## src/logic/swk_mode_pkg.sv

```systemverilog
package swk_mode_pkg;

    // ------------------------------------------------------------------
    // Register byte offsets
    // ------------------------------------------------------------------
    localparam logic [7:0] ADDR_POWER_CMD  = 8'h00;
    localparam logic [7:0] ADDR_CAN_MODE   = 8'h04;
    localparam logic [7:0] ADDR_SWK_CFG    = 8'h08;
    localparam logic [7:0] ADDR_STATUS     = 8'h0C;
    localparam logic [7:0] ADDR_IRQ_STATUS = 8'h10;
    localparam logic [7:0] ADDR_IRQ_CLEAR  = 8'h14;
    localparam logic [7:0] ADDR_IRQ_ENABLE = 8'h18;

    // ------------------------------------------------------------------
    // Field positions
    // ------------------------------------------------------------------
    localparam int CFG_VALID_BIT   = 0;
    localparam int ERROR_FLAG_BIT  = 1;
    localparam int STAT_EFF_LSB    = 0;
    localparam int STAT_ARMED_BIT  = 3;
    localparam int STAT_SILENT_BIT = 4;
    localparam int STAT_WOKEN_BIT  = 5;
    localparam int STAT_POWER_LSB  = 8;
    localparam int IRQ_WAKE_BIT    = 0;
    localparam int IRQ_SILENT_BIT  = 1;
    localparam int IRQ_ERROR_BIT   = 2;
    localparam int IRQ_WIDTH       = 3;

    // ------------------------------------------------------------------
    // Programmed transceiver mode codes
    // ------------------------------------------------------------------
    localparam logic [2:0] CAN_OFF        = 3'h0;
    localparam logic [2:0] CAN_WAKE       = 3'h1;
    localparam logic [2:0] CAN_RX         = 3'h2;
    localparam logic [2:0] CAN_NORMAL     = 3'h3;
    localparam logic [2:0] CAN_OFF_HI     = 3'h4;
    localparam logic [2:0] CAN_SWK        = 3'h5;
    localparam logic [2:0] CAN_RX_SWK     = 3'h6;
    localparam logic [2:0] CAN_NORMAL_SWK = 3'h7;

    // ------------------------------------------------------------------
    // Reset values and bus answers
    // ------------------------------------------------------------------
    localparam logic [2:0]           CAN_MODE_RESET   = 3'h0;
    localparam logic [IRQ_WIDTH-1:0] IRQ_ENABLE_RESET = 3'h0;
    localparam logic [1:0]           RESP_OKAY        = 2'h0;
    localparam logic [1:0]           RESP_SLVERR      = 2'h2;

    // Chip power modes
    typedef enum logic [1:0] {
        POWER_NORMAL  = 2'b00,
        POWER_STOP    = 2'b01,
        POWER_SLEEP   = 2'b10,
        POWER_RESTART = 2'b11
    } power_type;

    // Effective transceiver modes
    typedef enum logic [2:0] {
        EFF_OFF        = 3'b000,
        EFF_WAKE       = 3'b001,
        EFF_RX         = 3'b010,
        EFF_NORMAL     = 3'b011,
        EFF_WOKEN      = 3'b100,
        EFF_SWK        = 3'b101,
        EFF_RX_SWK     = 3'b110,
        EFF_NORMAL_SWK = 3'b111
    } eff_type;

endpackage

```

## src/logic/axil_reg_slave.sv

```systemverilog
`timescale 1ns/1ps
module axil_reg_slave (
    input  wire logic        aclk,
    input  wire logic        aresetn,
    input  wire logic [7:0]  awaddr,
    input  wire logic        awvalid,
    output logic             awready,
    input  wire logic [31:0] wdata,
    input  wire logic [3:0]  wstrb,
    input  wire logic        wvalid,
    output logic             wready,
    output logic [1:0]       bresp,
    output logic             bvalid,
    input  wire logic        bready,
    input  wire logic [7:0]  araddr,
    input  wire logic        arvalid,
    output logic             arready,
    output logic [31:0]      rdata,
    output logic [1:0]       rresp,
    output logic             rvalid,
    input  wire logic        rready,
    output logic             wr_en,
    output logic [7:0]       wr_addr,
    output logic [31:0]      wr_data,
    output logic [3:0]       wr_strb,
    input  wire logic        wr_ok,
    output logic             rd_en,
    output logic [7:0]       rd_addr,
    input  wire logic [31:0] rd_data,
    input  wire logic        rd_ok
);
    import swk_mode_pkg::*;

    typedef struct packed {
        logic        aw_full;
        logic [7:0]  aw_addr;
        logic        w_full;
        logic [31:0] w_data;
        logic [3:0]  w_strb;
        logic        b_valid;
        logic [1:0]  b_resp;
        logic        r_valid;
        logic [31:0] r_data;
        logic [1:0]  r_resp;
    } slave_type;

    slave_type state;
    slave_type next_state;

    // Handshake outputs
    assign awready = !state.aw_full && !state.b_valid;
    assign wready  = !state.w_full && !state.b_valid;
    assign arready = !state.r_valid;
    assign bvalid  = state.b_valid;
    assign bresp   = state.b_resp;
    assign rvalid  = state.r_valid;
    assign rdata   = state.r_data;
    assign rresp   = state.r_resp;

    // Register file strobes
    assign wr_en   = state.aw_full && state.w_full && !state.b_valid;
    assign wr_addr = state.aw_addr;
    assign wr_data = state.w_data;
    assign wr_strb = state.w_strb;
    assign rd_en   = arvalid && !state.r_valid;
    assign rd_addr = araddr;

    // Channel capture and answers
    always_comb begin
        next_state = state;
        if (awvalid && awready) begin
            next_state.aw_full = 1'b1;
            next_state.aw_addr = awaddr;
        end
        if (wvalid && wready) begin
            next_state.w_full = 1'b1;
            next_state.w_data = wdata;
            next_state.w_strb = wstrb;
        end
        if (wr_en) begin
            next_state.aw_full = 1'b0;
            next_state.w_full  = 1'b0;
            next_state.b_valid = 1'b1;
            next_state.b_resp  = wr_ok ? RESP_OKAY : RESP_SLVERR;
        end
        if (state.b_valid && bready) begin
            next_state.b_valid = 1'b0;
        end
        if (rd_en) begin
            next_state.r_valid = 1'b1;
            next_state.r_data  = rd_data;
            next_state.r_resp  = rd_ok ? RESP_OKAY : RESP_SLVERR;
        end else if (state.r_valid && rready) begin
            next_state.r_valid = 1'b0;
        end
    end

    always_ff @(posedge aclk) begin
        if (!aresetn) begin
            state <= '0;
        end else begin
            state <= next_state;
        end
    end

endmodule

```

## src/logic/trx_mode_map.sv

```systemverilog
`timescale 1ns/1ps
module trx_mode_map (
    input  wire swk_mode_pkg::power_type power,
    input  wire logic [2:0]              can_mode,
    input  wire logic                    error_flag,
    input  wire logic                    woken,
    output swk_mode_pkg::eff_type        eff_mode,
    output logic                         swk_active
);
    import swk_mode_pkg::*;

    eff_type base;

    // Programmed code to effective mode
    always_comb begin
        case (can_mode)
            CAN_OFF:        base = EFF_OFF;
            CAN_WAKE:       base = EFF_WAKE;
            CAN_RX:         base = EFF_RX;
            CAN_NORMAL:     base = (power == POWER_NORMAL) ? EFF_NORMAL : EFF_WAKE;
            CAN_OFF_HI:     base = EFF_OFF;
            CAN_SWK:        base = error_flag ? EFF_WAKE : EFF_SWK;
            CAN_RX_SWK:     base = error_flag ? EFF_RX : EFF_RX_SWK;
            CAN_NORMAL_SWK: base = error_flag ? EFF_NORMAL : EFF_NORMAL_SWK;
            default:        base = EFF_OFF;
        endcase
        if (woken && (base == EFF_WAKE || base == EFF_SWK)) begin
            eff_mode = EFF_WOKEN;
        end else begin
            eff_mode = base;
        end
    end

    // Frame monitor runs in the three selective modes
    assign swk_active = (eff_mode == EFF_SWK) || (eff_mode == EFF_RX_SWK) || (eff_mode == EFF_NORMAL_SWK);

endmodule

```

## src/logic/can_swk_mode_ctrl.sv

```systemverilog
`timescale 1ns/1ps
// What this block does
// Mode codes 000/100 off, 001 wake, 010 rx, 011 normal, 101/110/111 selective.
// Mode field writes take effect only in Normal power mode.
// Normal-selective passes rx and tx, monitors bus and flags bus silence.
// Wake frame in normal-selective raises wake interrupt without pulling rx low.
// Receive-only selective passes bus data to rx and never transmits.
// Error flag is zero only with selective wake enabled and no overflow; code also holds it zero from reset until a selective code is entered.
// Mode field reads programmed value; effective mode shown separately.
// Leaving Normal may rewrite the two low mode bits; top bit kept.
// Stop keeps the bits; 011 acts wake-capable, others keep meaning.
// Stop with 101/110/111 keeps selective only with error flag clear.
// Error flag set blocks frame detection, top mode bit stays.
// Controller programs selective code in Normal before a low-power command.
// Sleep maps 001-011 to 001, keeps off, maps selective codes to 101.
// Wake frame in Sleep goes Restart, clears config-valid, flag clear, 101.
// Controller re-enters selective Sleep through the documented sequence.
// After a wake the transceiver stays woken until a mode change rearms it.
// Commanding Sleep from Normal with a woken transceiver rearms it automatically.
// Armed flag shows correct selective arming; cleared by wake, top bit clear, or config-valid clear with a selective code.
module can_swk_mode_ctrl (
    input  wire logic        aclk,
    input  wire logic        aresetn,
    input  wire logic [7:0]  awaddr,
    input  wire logic        awvalid,
    output logic             awready,
    input  wire logic [31:0] wdata,
    input  wire logic [3:0]  wstrb,
    input  wire logic        wvalid,
    output logic             wready,
    output logic [1:0]       bresp,
    output logic             bvalid,
    input  wire logic        bready,
    input  wire logic [7:0]  araddr,
    input  wire logic        arvalid,
    output logic             arready,
    output logic [31:0]      rdata,
    output logic [1:0]       rresp,
    output logic             rvalid,
    input  wire logic        rready,
    input  wire logic        wake_up_frame,
    input  wire logic        wake_up_pattern,
    input  wire logic        counter_overflow,
    input  wire logic        bus_quiet,
    input  wire logic        bus_rx,
    input  wire logic        txd_pin,
    output logic             rxd_pin,
    output logic             bus_tx,
    output swk_mode_pkg::eff_type    trx_mode,
    output swk_mode_pkg::power_type  power_mode,
    output logic             irq
);
    import swk_mode_pkg::*;

    // ------------------------------------------------------------------
    // State
    // ------------------------------------------------------------------
    typedef struct packed {
        power_type            power;
        logic [2:0]           can_mode;
        logic                 wake_config_valid_bit;
        logic                 swk_error_flag;
        logic                 swk_armed_flag;
        logic                 bus_silence_flag;
        logic                 woken;
        logic [IRQ_WIDTH-1:0] irq_status;
        logic [IRQ_WIDTH-1:0] irq_enable;
        logic                 rxd;
        logic                 txd;
    } ctrl_type;

    ctrl_type state;
    ctrl_type next_state;

    logic        wr_en;
    logic [7:0]  wr_addr;
    logic [31:0] wr_data;
    logic [3:0]  wr_strb;
    logic        wr_ok;
    logic        rd_en;
    logic [7:0]  rd_addr;
    logic [31:0] rd_data;
    logic        rd_ok;
    eff_type     eff_mode;
    logic        swk_active;

    // ------------------------------------------------------------------
    // Bus slave and mode mapping
    // ------------------------------------------------------------------
    axil_reg_slave bus_slave (
        .aclk    (aclk),
        .aresetn (aresetn),
        .awaddr  (awaddr),
        .awvalid (awvalid),
        .awready (awready),
        .wdata   (wdata),
        .wstrb   (wstrb),
        .wvalid  (wvalid),
        .wready  (wready),
        .bresp   (bresp),
        .bvalid  (bvalid),
        .bready  (bready),
        .araddr  (araddr),
        .arvalid (arvalid),
        .arready (arready),
        .rdata   (rdata),
        .rresp   (rresp),
        .rvalid  (rvalid),
        .rready  (rready),
        .wr_en   (wr_en),
        .wr_addr (wr_addr),
        .wr_data (wr_data),
        .wr_strb (wr_strb),
        .wr_ok   (wr_ok),
        .rd_en   (rd_en),
        .rd_addr (rd_addr),
        .rd_data (rd_data),
        .rd_ok   (rd_ok)
    );

    trx_mode_map mode_map (
        .power      (state.power),
        .can_mode   (state.can_mode),
        .error_flag (state.swk_error_flag),
        .woken      (state.woken),
        .eff_mode   (eff_mode),
        .swk_active (swk_active)
    );

    // ------------------------------------------------------------------
    // Decode and events
    // ------------------------------------------------------------------
    logic       wr_lane;
    logic       wr_power;
    logic       wr_mode;
    logic       wr_cfg;
    logic       wr_clear;
    logic       wr_enable;
    logic       swk_code_now;
    logic       swk_code_new;
    logic [2:0] new_mode;
    logic       wuf_hit;
    logic       wup_hit;
    logic       ovf_hit;
    logic       wake;

    // Byte lane 0 carries every field
    assign wr_lane   = wr_en && wr_strb[0];
    assign wr_power  = wr_lane && (wr_addr == ADDR_POWER_CMD);
    assign wr_mode   = wr_lane && (wr_addr == ADDR_CAN_MODE) && (state.power == POWER_NORMAL);
    assign wr_cfg    = wr_lane && (wr_addr == ADDR_SWK_CFG);
    assign wr_clear  = wr_lane && (wr_addr == ADDR_IRQ_CLEAR);
    assign wr_enable = wr_lane && (wr_addr == ADDR_IRQ_ENABLE);
    assign new_mode  = wr_data[2:0];

    // Selective codes are 101, 110 and 111
    assign swk_code_now = state.can_mode[2] && (state.can_mode[1:0] != 2'b00);
    assign swk_code_new = new_mode[2] && (new_mode[1:0] != 2'b00);

    // Wake sources; a set error flag stops the frame monitor
    assign wuf_hit = wake_up_frame && swk_active;
    assign wup_hit = wake_up_pattern && (eff_mode == EFF_WAKE);
    assign ovf_hit = counter_overflow && swk_active;
    assign wake    = wuf_hit || wup_hit || ovf_hit;

    assign wr_ok = (wr_addr == ADDR_POWER_CMD) || (wr_addr == ADDR_CAN_MODE) || (wr_addr == ADDR_SWK_CFG)
                   || (wr_addr == ADDR_IRQ_CLEAR) || (wr_addr == ADDR_IRQ_ENABLE);

    // ------------------------------------------------------------------
    // Read mux
    // ------------------------------------------------------------------
    always_comb begin
        rd_data = 32'h0000_0000;
        rd_ok   = 1'b1;
        case (rd_addr)
            ADDR_POWER_CMD:  rd_data[1:0] = state.power;
            ADDR_CAN_MODE:   rd_data[2:0] = state.can_mode;
            ADDR_SWK_CFG: begin
                rd_data[CFG_VALID_BIT]  = state.wake_config_valid_bit;
                rd_data[ERROR_FLAG_BIT] = state.swk_error_flag;
            end
            ADDR_STATUS: begin
                rd_data[STAT_EFF_LSB +: 3]   = eff_mode;
                rd_data[STAT_ARMED_BIT]      = state.swk_armed_flag;
                rd_data[STAT_SILENT_BIT]     = state.bus_silence_flag;
                rd_data[STAT_WOKEN_BIT]      = state.woken;
                rd_data[STAT_POWER_LSB +: 2] = state.power;
            end
            ADDR_IRQ_STATUS: rd_data[IRQ_WIDTH-1:0] = state.irq_status;
            ADDR_IRQ_ENABLE: rd_data[IRQ_WIDTH-1:0] = state.irq_enable;
            ADDR_IRQ_CLEAR:  rd_data = 32'h0000_0000;
            default:         rd_ok = 1'b0;
        endcase
    end

    // ------------------------------------------------------------------
    // Next state
    // ------------------------------------------------------------------
    always_comb begin
        next_state = state;

        // Power mode commands
        if (wr_power) begin
            case (wr_data[1:0])
                POWER_NORMAL: begin
                    next_state.power = POWER_NORMAL;
                end
                POWER_STOP: begin
                    if (state.power == POWER_NORMAL) begin
                        next_state.power = POWER_STOP;
                    end
                end
                POWER_SLEEP: begin
                    if (state.power == POWER_NORMAL) begin
                        next_state.power = POWER_SLEEP;
                        next_state.woken = 1'b0;
                        if (state.can_mode[1:0] != 2'b00) begin
                            next_state.can_mode = {state.can_mode[2], 2'b01};
                        end
                    end
                end
                default: next_state.power = state.power;
            endcase
        end

        // Mode field write with configuration check
        if (wr_mode) begin
            next_state.can_mode = new_mode;
            if (new_mode != state.can_mode) begin
                next_state.woken = 1'b0;
            end
            if (!new_mode[2]) begin
                next_state.swk_armed_flag = 1'b0;
            end else if (swk_code_new && !swk_code_now) begin
                next_state.swk_error_flag = !state.wake_config_valid_bit;
                next_state.swk_armed_flag = state.wake_config_valid_bit;
            end
        end

        // Config valid and error flag
        if (wr_cfg && state.power == POWER_NORMAL) begin
            next_state.wake_config_valid_bit = wr_data[CFG_VALID_BIT];
            if (!wr_data[ERROR_FLAG_BIT] && !(swk_code_now && !wr_data[CFG_VALID_BIT])) begin
                next_state.swk_error_flag = 1'b0;
            end
            if (swk_code_now && !wr_data[CFG_VALID_BIT]) begin
                next_state.swk_error_flag = 1'b1;
                next_state.swk_armed_flag = 1'b0;
            end
        end

        // Interrupt mask and clears
        if (wr_enable) begin
            next_state.irq_enable = wr_data[IRQ_WIDTH-1:0];
        end
        if (wr_clear) begin
            next_state.irq_status = state.irq_status & ~wr_data[IRQ_WIDTH-1:0];
        end

        // Bus silence: a pattern clears, quiet bus sets
        if (wake_up_pattern) begin
            next_state.bus_silence_flag = 1'b0;
        end
        if (bus_quiet && swk_active) begin
            next_state.bus_silence_flag = 1'b1;
            next_state.irq_status[IRQ_SILENT_BIT] = 1'b1;
        end

        // Counter overflow disables selective wake
        if (ovf_hit) begin
            next_state.swk_error_flag = 1'b1;
            next_state.irq_status[IRQ_ERROR_BIT] = 1'b1;
        end

        // Wake handling, set wins over any clear above
        if (wake) begin
            next_state.woken          = 1'b1;
            next_state.swk_armed_flag = 1'b0;
            if (state.power == POWER_SLEEP) begin
                next_state.power = POWER_RESTART;
                next_state.wake_config_valid_bit = 1'b0;
                if (!wuf_hit && state.can_mode[2]) begin
                    next_state.swk_error_flag = 1'b1;
                end
            end else begin
                next_state.irq_status[IRQ_WAKE_BIT] = 1'b1;
            end
        end

        // Transceiver pins; rx low only for a woken wake-capable transceiver
        case (eff_mode)
            EFF_RX, EFF_RX_SWK: begin
                next_state.rxd = bus_rx;
                next_state.txd = 1'b1;
            end
            EFF_NORMAL, EFF_NORMAL_SWK: begin
                next_state.rxd = bus_rx;
                next_state.txd = txd_pin;
            end
            EFF_WOKEN: begin
                next_state.rxd = 1'b0;
                next_state.txd = 1'b1;
            end
            default: begin
                next_state.rxd = 1'b1;
                next_state.txd = 1'b1;
            end
        endcase
    end

    // ------------------------------------------------------------------
    // State register
    // ------------------------------------------------------------------
    always_ff @(posedge aclk) begin
        if (!aresetn) begin
            state            <= '0;
            state.power      <= POWER_NORMAL;
            state.can_mode   <= CAN_MODE_RESET;
            state.irq_enable <= IRQ_ENABLE_RESET;
            state.rxd        <= 1'b1;
            state.txd        <= 1'b1;
        end else begin
            state <= next_state;
        end
    end

    // Outputs
    assign rxd_pin    = state.rxd;
    assign bus_tx     = state.txd;
    assign trx_mode   = eff_mode;
    assign power_mode = state.power;
    assign irq        = |(state.irq_status & state.irq_enable);

endmodule

```

## config.mk

```make
export PLATFORM = sky130hd
export DESIGN_NAME = can_swk_mode_ctrl
export DESIGN_NICKNAME = d
export VERILOG_FILES = /design/src/logic/swk_mode_pkg.sv /design/src/logic/axil_reg_slave.sv /design/src/logic/trx_mode_map.sv /design/src/logic/can_swk_mode_ctrl.sv
export SDC_FILE = /design/constraint.sdc
export NUM_CORES = 1
export LEC_CHECK = 0
export BUFFER_PORTS_ARGS = -buffer_cell sky130_fd_sc_hd__buf_4
export CAP_MARGIN = 20
export CORE_UTILIZATION = 60
export CTS_CLUSTER_DIAMETER = 200
export CTS_CLUSTER_SIZE = 30
export DETAILED_ROUTE_END_ITERATION = 7
export GPL_ROUTABILITY_DRIVEN = 0
export GPL_TIMING_DRIVEN = 1
export PLACE_DENSITY = 0.87
export SLEW_MARGIN = 20
export SYNTH_ARGS = -nofsm -noshare
export SYNTH_HDL_FRONTEND = slang
export SYNTH_HIERARCHICAL = 1
export SYNTH_SLANG_ARGS = --single-unit
```

## constraint.sdc

```tcl
create_clock -name aclk -period 6.05 [get_ports aclk]
set_input_delay 0 -clock aclk [delete_from_list [all_inputs] [get_ports aclk]]
set_output_delay 0 -clock aclk [all_outputs]
set_load 0.01 [all_outputs]
```

==> results.py <==
metrics = {
    "power": {
        "seqPwrFrac_pct": 45.2,
        "vdd_drop_max_uv": 163.8,
        "power_frac_clock_pct": 42.8,
        "p_sw_mw": 0.2542,
        "powerDensity_nw_per_um2": 249.4,
        "p_comb_share_pct": 11.9,
        "swShare_pct": 23.79,
        "internal-power_mw": 0.8145,
        "p_leak_nw": 1.773,
    },
    "worst_setup_path": {
        "worstSetupPathType": "flop to flop",
        "end_kind": "flop",
        "cpPeakStageDelay_ps": 510,
        "cpMaxStageDelayCell": "a2111oi_0",
        "crit_arrival_ps": 2610,
        "crit_required_ps": 6320,
        "cp_max_fo": 10,
        "critPathLaunchType": "flop",
        "cp_cell_sequence": "nor2_2 -> o21ai_1 -> a21boi_0 -> nand4bb_1 -> a2111oi_0 -> a221oi_1 -> o221ai_2",
    },
    "global_routing": {
        "grt_pass1_vias": 2830,
        "grt_pass1_wl_um": 12480,
        "grtUsageTotal_pct": 25.31,
        "grt-ovfl-total": 0,
        "antenna_found_initial": 0,
        "grt_max_degree": 69,
    },
    "cells_and_area": {
        "fin_util_pct": 75.51,
        "fin_nets": 560,
        "num_antenna_cells": 0,
        "drive_gt1_share_pct": 22.00,
        "areaGrowthSynthToFinish_pct": 17.82,
        "final_cell_count_no_fill": 572,
        "n_fill_cell": 433,
    },
    "floorplan": {
        "fp.dieArea_sq_um": 6378,
        "ios": 114,
        "initial_core_util_pct": 64.09,
        "core_area_sq_um": 5675,
        "die_w_um": 79.86,
        "row_count": 27,
        "die_height_um": 79.86,
    },
    "timing": {
        "worstMarginPinSlew_ps": 788.6,
        "setup_viol": 0,
        "rsz0062_at_grt": "no",
        "fmax_mhz": 426.8,
        "slew_headroom_pct": 47.20,
        "skew_ps": 5.771,
        "timing.final.crit_share_pct": 38.73,
        "slew_violations": 0,
        "hold_viol_final": 0,
        "period_needed_ps": 2343,
        "tns_ps": 0,
    },
    "routing": {
        "wl_per_cell_um": 13.30,
        "routed.top_layer": "met4",
        "drt_wl_total_um": 7605,
        "ant_nets": 0,
        "drc": 0,
        "first_pass_iters": 5,
        "routed-wl-met2_um": 3761,
        "vias_per_cell": 5.350,
        "vias": 3060,
        "met3WireLength_um": 527,
        "m1WireLength_um": 3202,
        "drtIter0Drc": 141,
    },
    "clock_network": {
        "h-tree-depth": 3,
        "cts_tree": "yes",
        "root_buffer": "clkbuf_8",
        "postCtsSetupBuffers": 0,
        "insertion_delay_ps": 340,
        "clock-sinks": 68,
        "cts_buffers": 9,
        "clk_pin_slew_ps": 80,
        "ctsLongestPathBuffers": 2,
    },
    "placed_design": {
        "dpl.hpwl_um": 5142,
        "dpl.cell_count": 535,
        "io_buffers": 79,
    },
    "yosys": {
        "synth_warnings": 6,
        "synthCells": 447,
        "syn_area_sq_um": 3637,
        "avgSynthCellArea_sq_um": 8.137,
    },
    "outcome": {
        "status": "finished, final reports clean",
    },
    "min_path": {
        "hold_class": "primary input to flop",
    },
    "job": {
        "maxCapViolations": 0,
    },
}
-- layout by cell type (no fill, tap or decap), types with 2 or more instances in the layout --
cell / count
nand3_1: 15
o211a_1: 4
nor2_1: 18
a21oi_1: 10
and2_1: 6
nor4_1: 2
nor3_1: 9
nand2b_1: 6
a21boi_0: 29
xor2_1: 3
or4_4: 2
o21a_1: 2
o21ai_0: 18
a21boi_1: 5
nand4bb_1: 2
or4b_1: 2
or3_1: 2
o21ai_1: 2
inv_1: 11
o22ai_1: 3
a31oi_1: 4
dfxtp_1: 68
mux2i_1: 7
conb_1: 26
a221oi_1: 2
dlygate4sd3_1: 21
buf_4: 80
clkbuf_8: 10
nor2b_1: 5
or2_2: 3
nand4b_1: 2
mux4_2: 2
nand4_1: 2
nand2_1: 89
bufinv_16: 3
a211oi_1: 2
-- through the flow --
step           worst slack [ps]  hold WS (ps)  total power [mW]  area [sq um]
2_1_floorplan              3936         76.23            0.5910          3727
3_3_place_gp               3867         192.8            0.6053          3826
3_5_place_dp               3796         215.7            0.6095          3826
4_1_cts                    3757         16.79             1.074          4285
5_1_grt                    3488         37.42             1.113          4285
6_report                   3707         43.99             1.069          4285
-- worst paths after layout --
| check | start | slack (ps) | cells after the start | end |
|---|---|---|---|---|
| worst max-delay path | power_mode[1] | 3710 | 7 | state[11] |
| worst min-delay path | araddr[2] | 40 | 4 | bus_slave/rresp[1] |
| worst max register to register | power_mode[1] | 3710 | 7 | state[11] |
| worst min register to register | bus_slave/rdata[16] | 460 | 2 | bus_slave/rdata[16] |
-- power groups by stage --
stage | clock network [mW] | logic, mW | registers (mW)
2_1_floorplan | 0 | 0.106 | 0.485
3_3_place_gp | 0 | 0.113 | 0.492
3_5_place_dp | 0 | 0.116 | 0.494
4_1_cts | 0.464 | 0.127 | 0.483
5_1_grt | 0.486 | 0.142 | 0.486
6_report | 0.458 | 0.128 | 0.483
-- cell type report --
type | count | area (sq um) | area share, %
repair buffers | 101 | 810.8 | 18.92
multi-input cells | 303 | 1729 | 40.35
clock inverters | 6 | 111.4 | 2.599
flip-flops and latches | 68 | 1361 | 31.77
clock buffers | 10 | 137.6 | 3.212
well taps | 72 | 90.09 | 2.102
inverters | 12 | 45.04 | 1.051
-- timing repair --
action,in CTS,in global routing
endpoints found under the hold margin,19,0
setup endpoints to repair,0,0
hold buffers,21,0
resized for setup,0,0
-- sequential cells by signal (all words and copies together), names as in the netlist, 2 cells and up --
signal and count:
state 14, bus_slave/wr_addr 8, bus_slave/state 2, power_mode 2
bus_slave/wr_data 3, bus_slave/rdata 32
-- critical path, delay by kind of cell, from the launching register on --
kind / cells / cell delay (ps)
AO/OA/AOI/OAI: 5 / 1390
AND/OR/NAND/NOR: 2 / 430
flip-flops: 1 / 430
-- layer usage --
layer	vias up	GRT usage, %
li1	1523	-
met1	1408	29.57
met2	119	42.56
met3	10	4.800
met4	0	15.54
met5	-	0
Power figures use the tool's default switching activity.
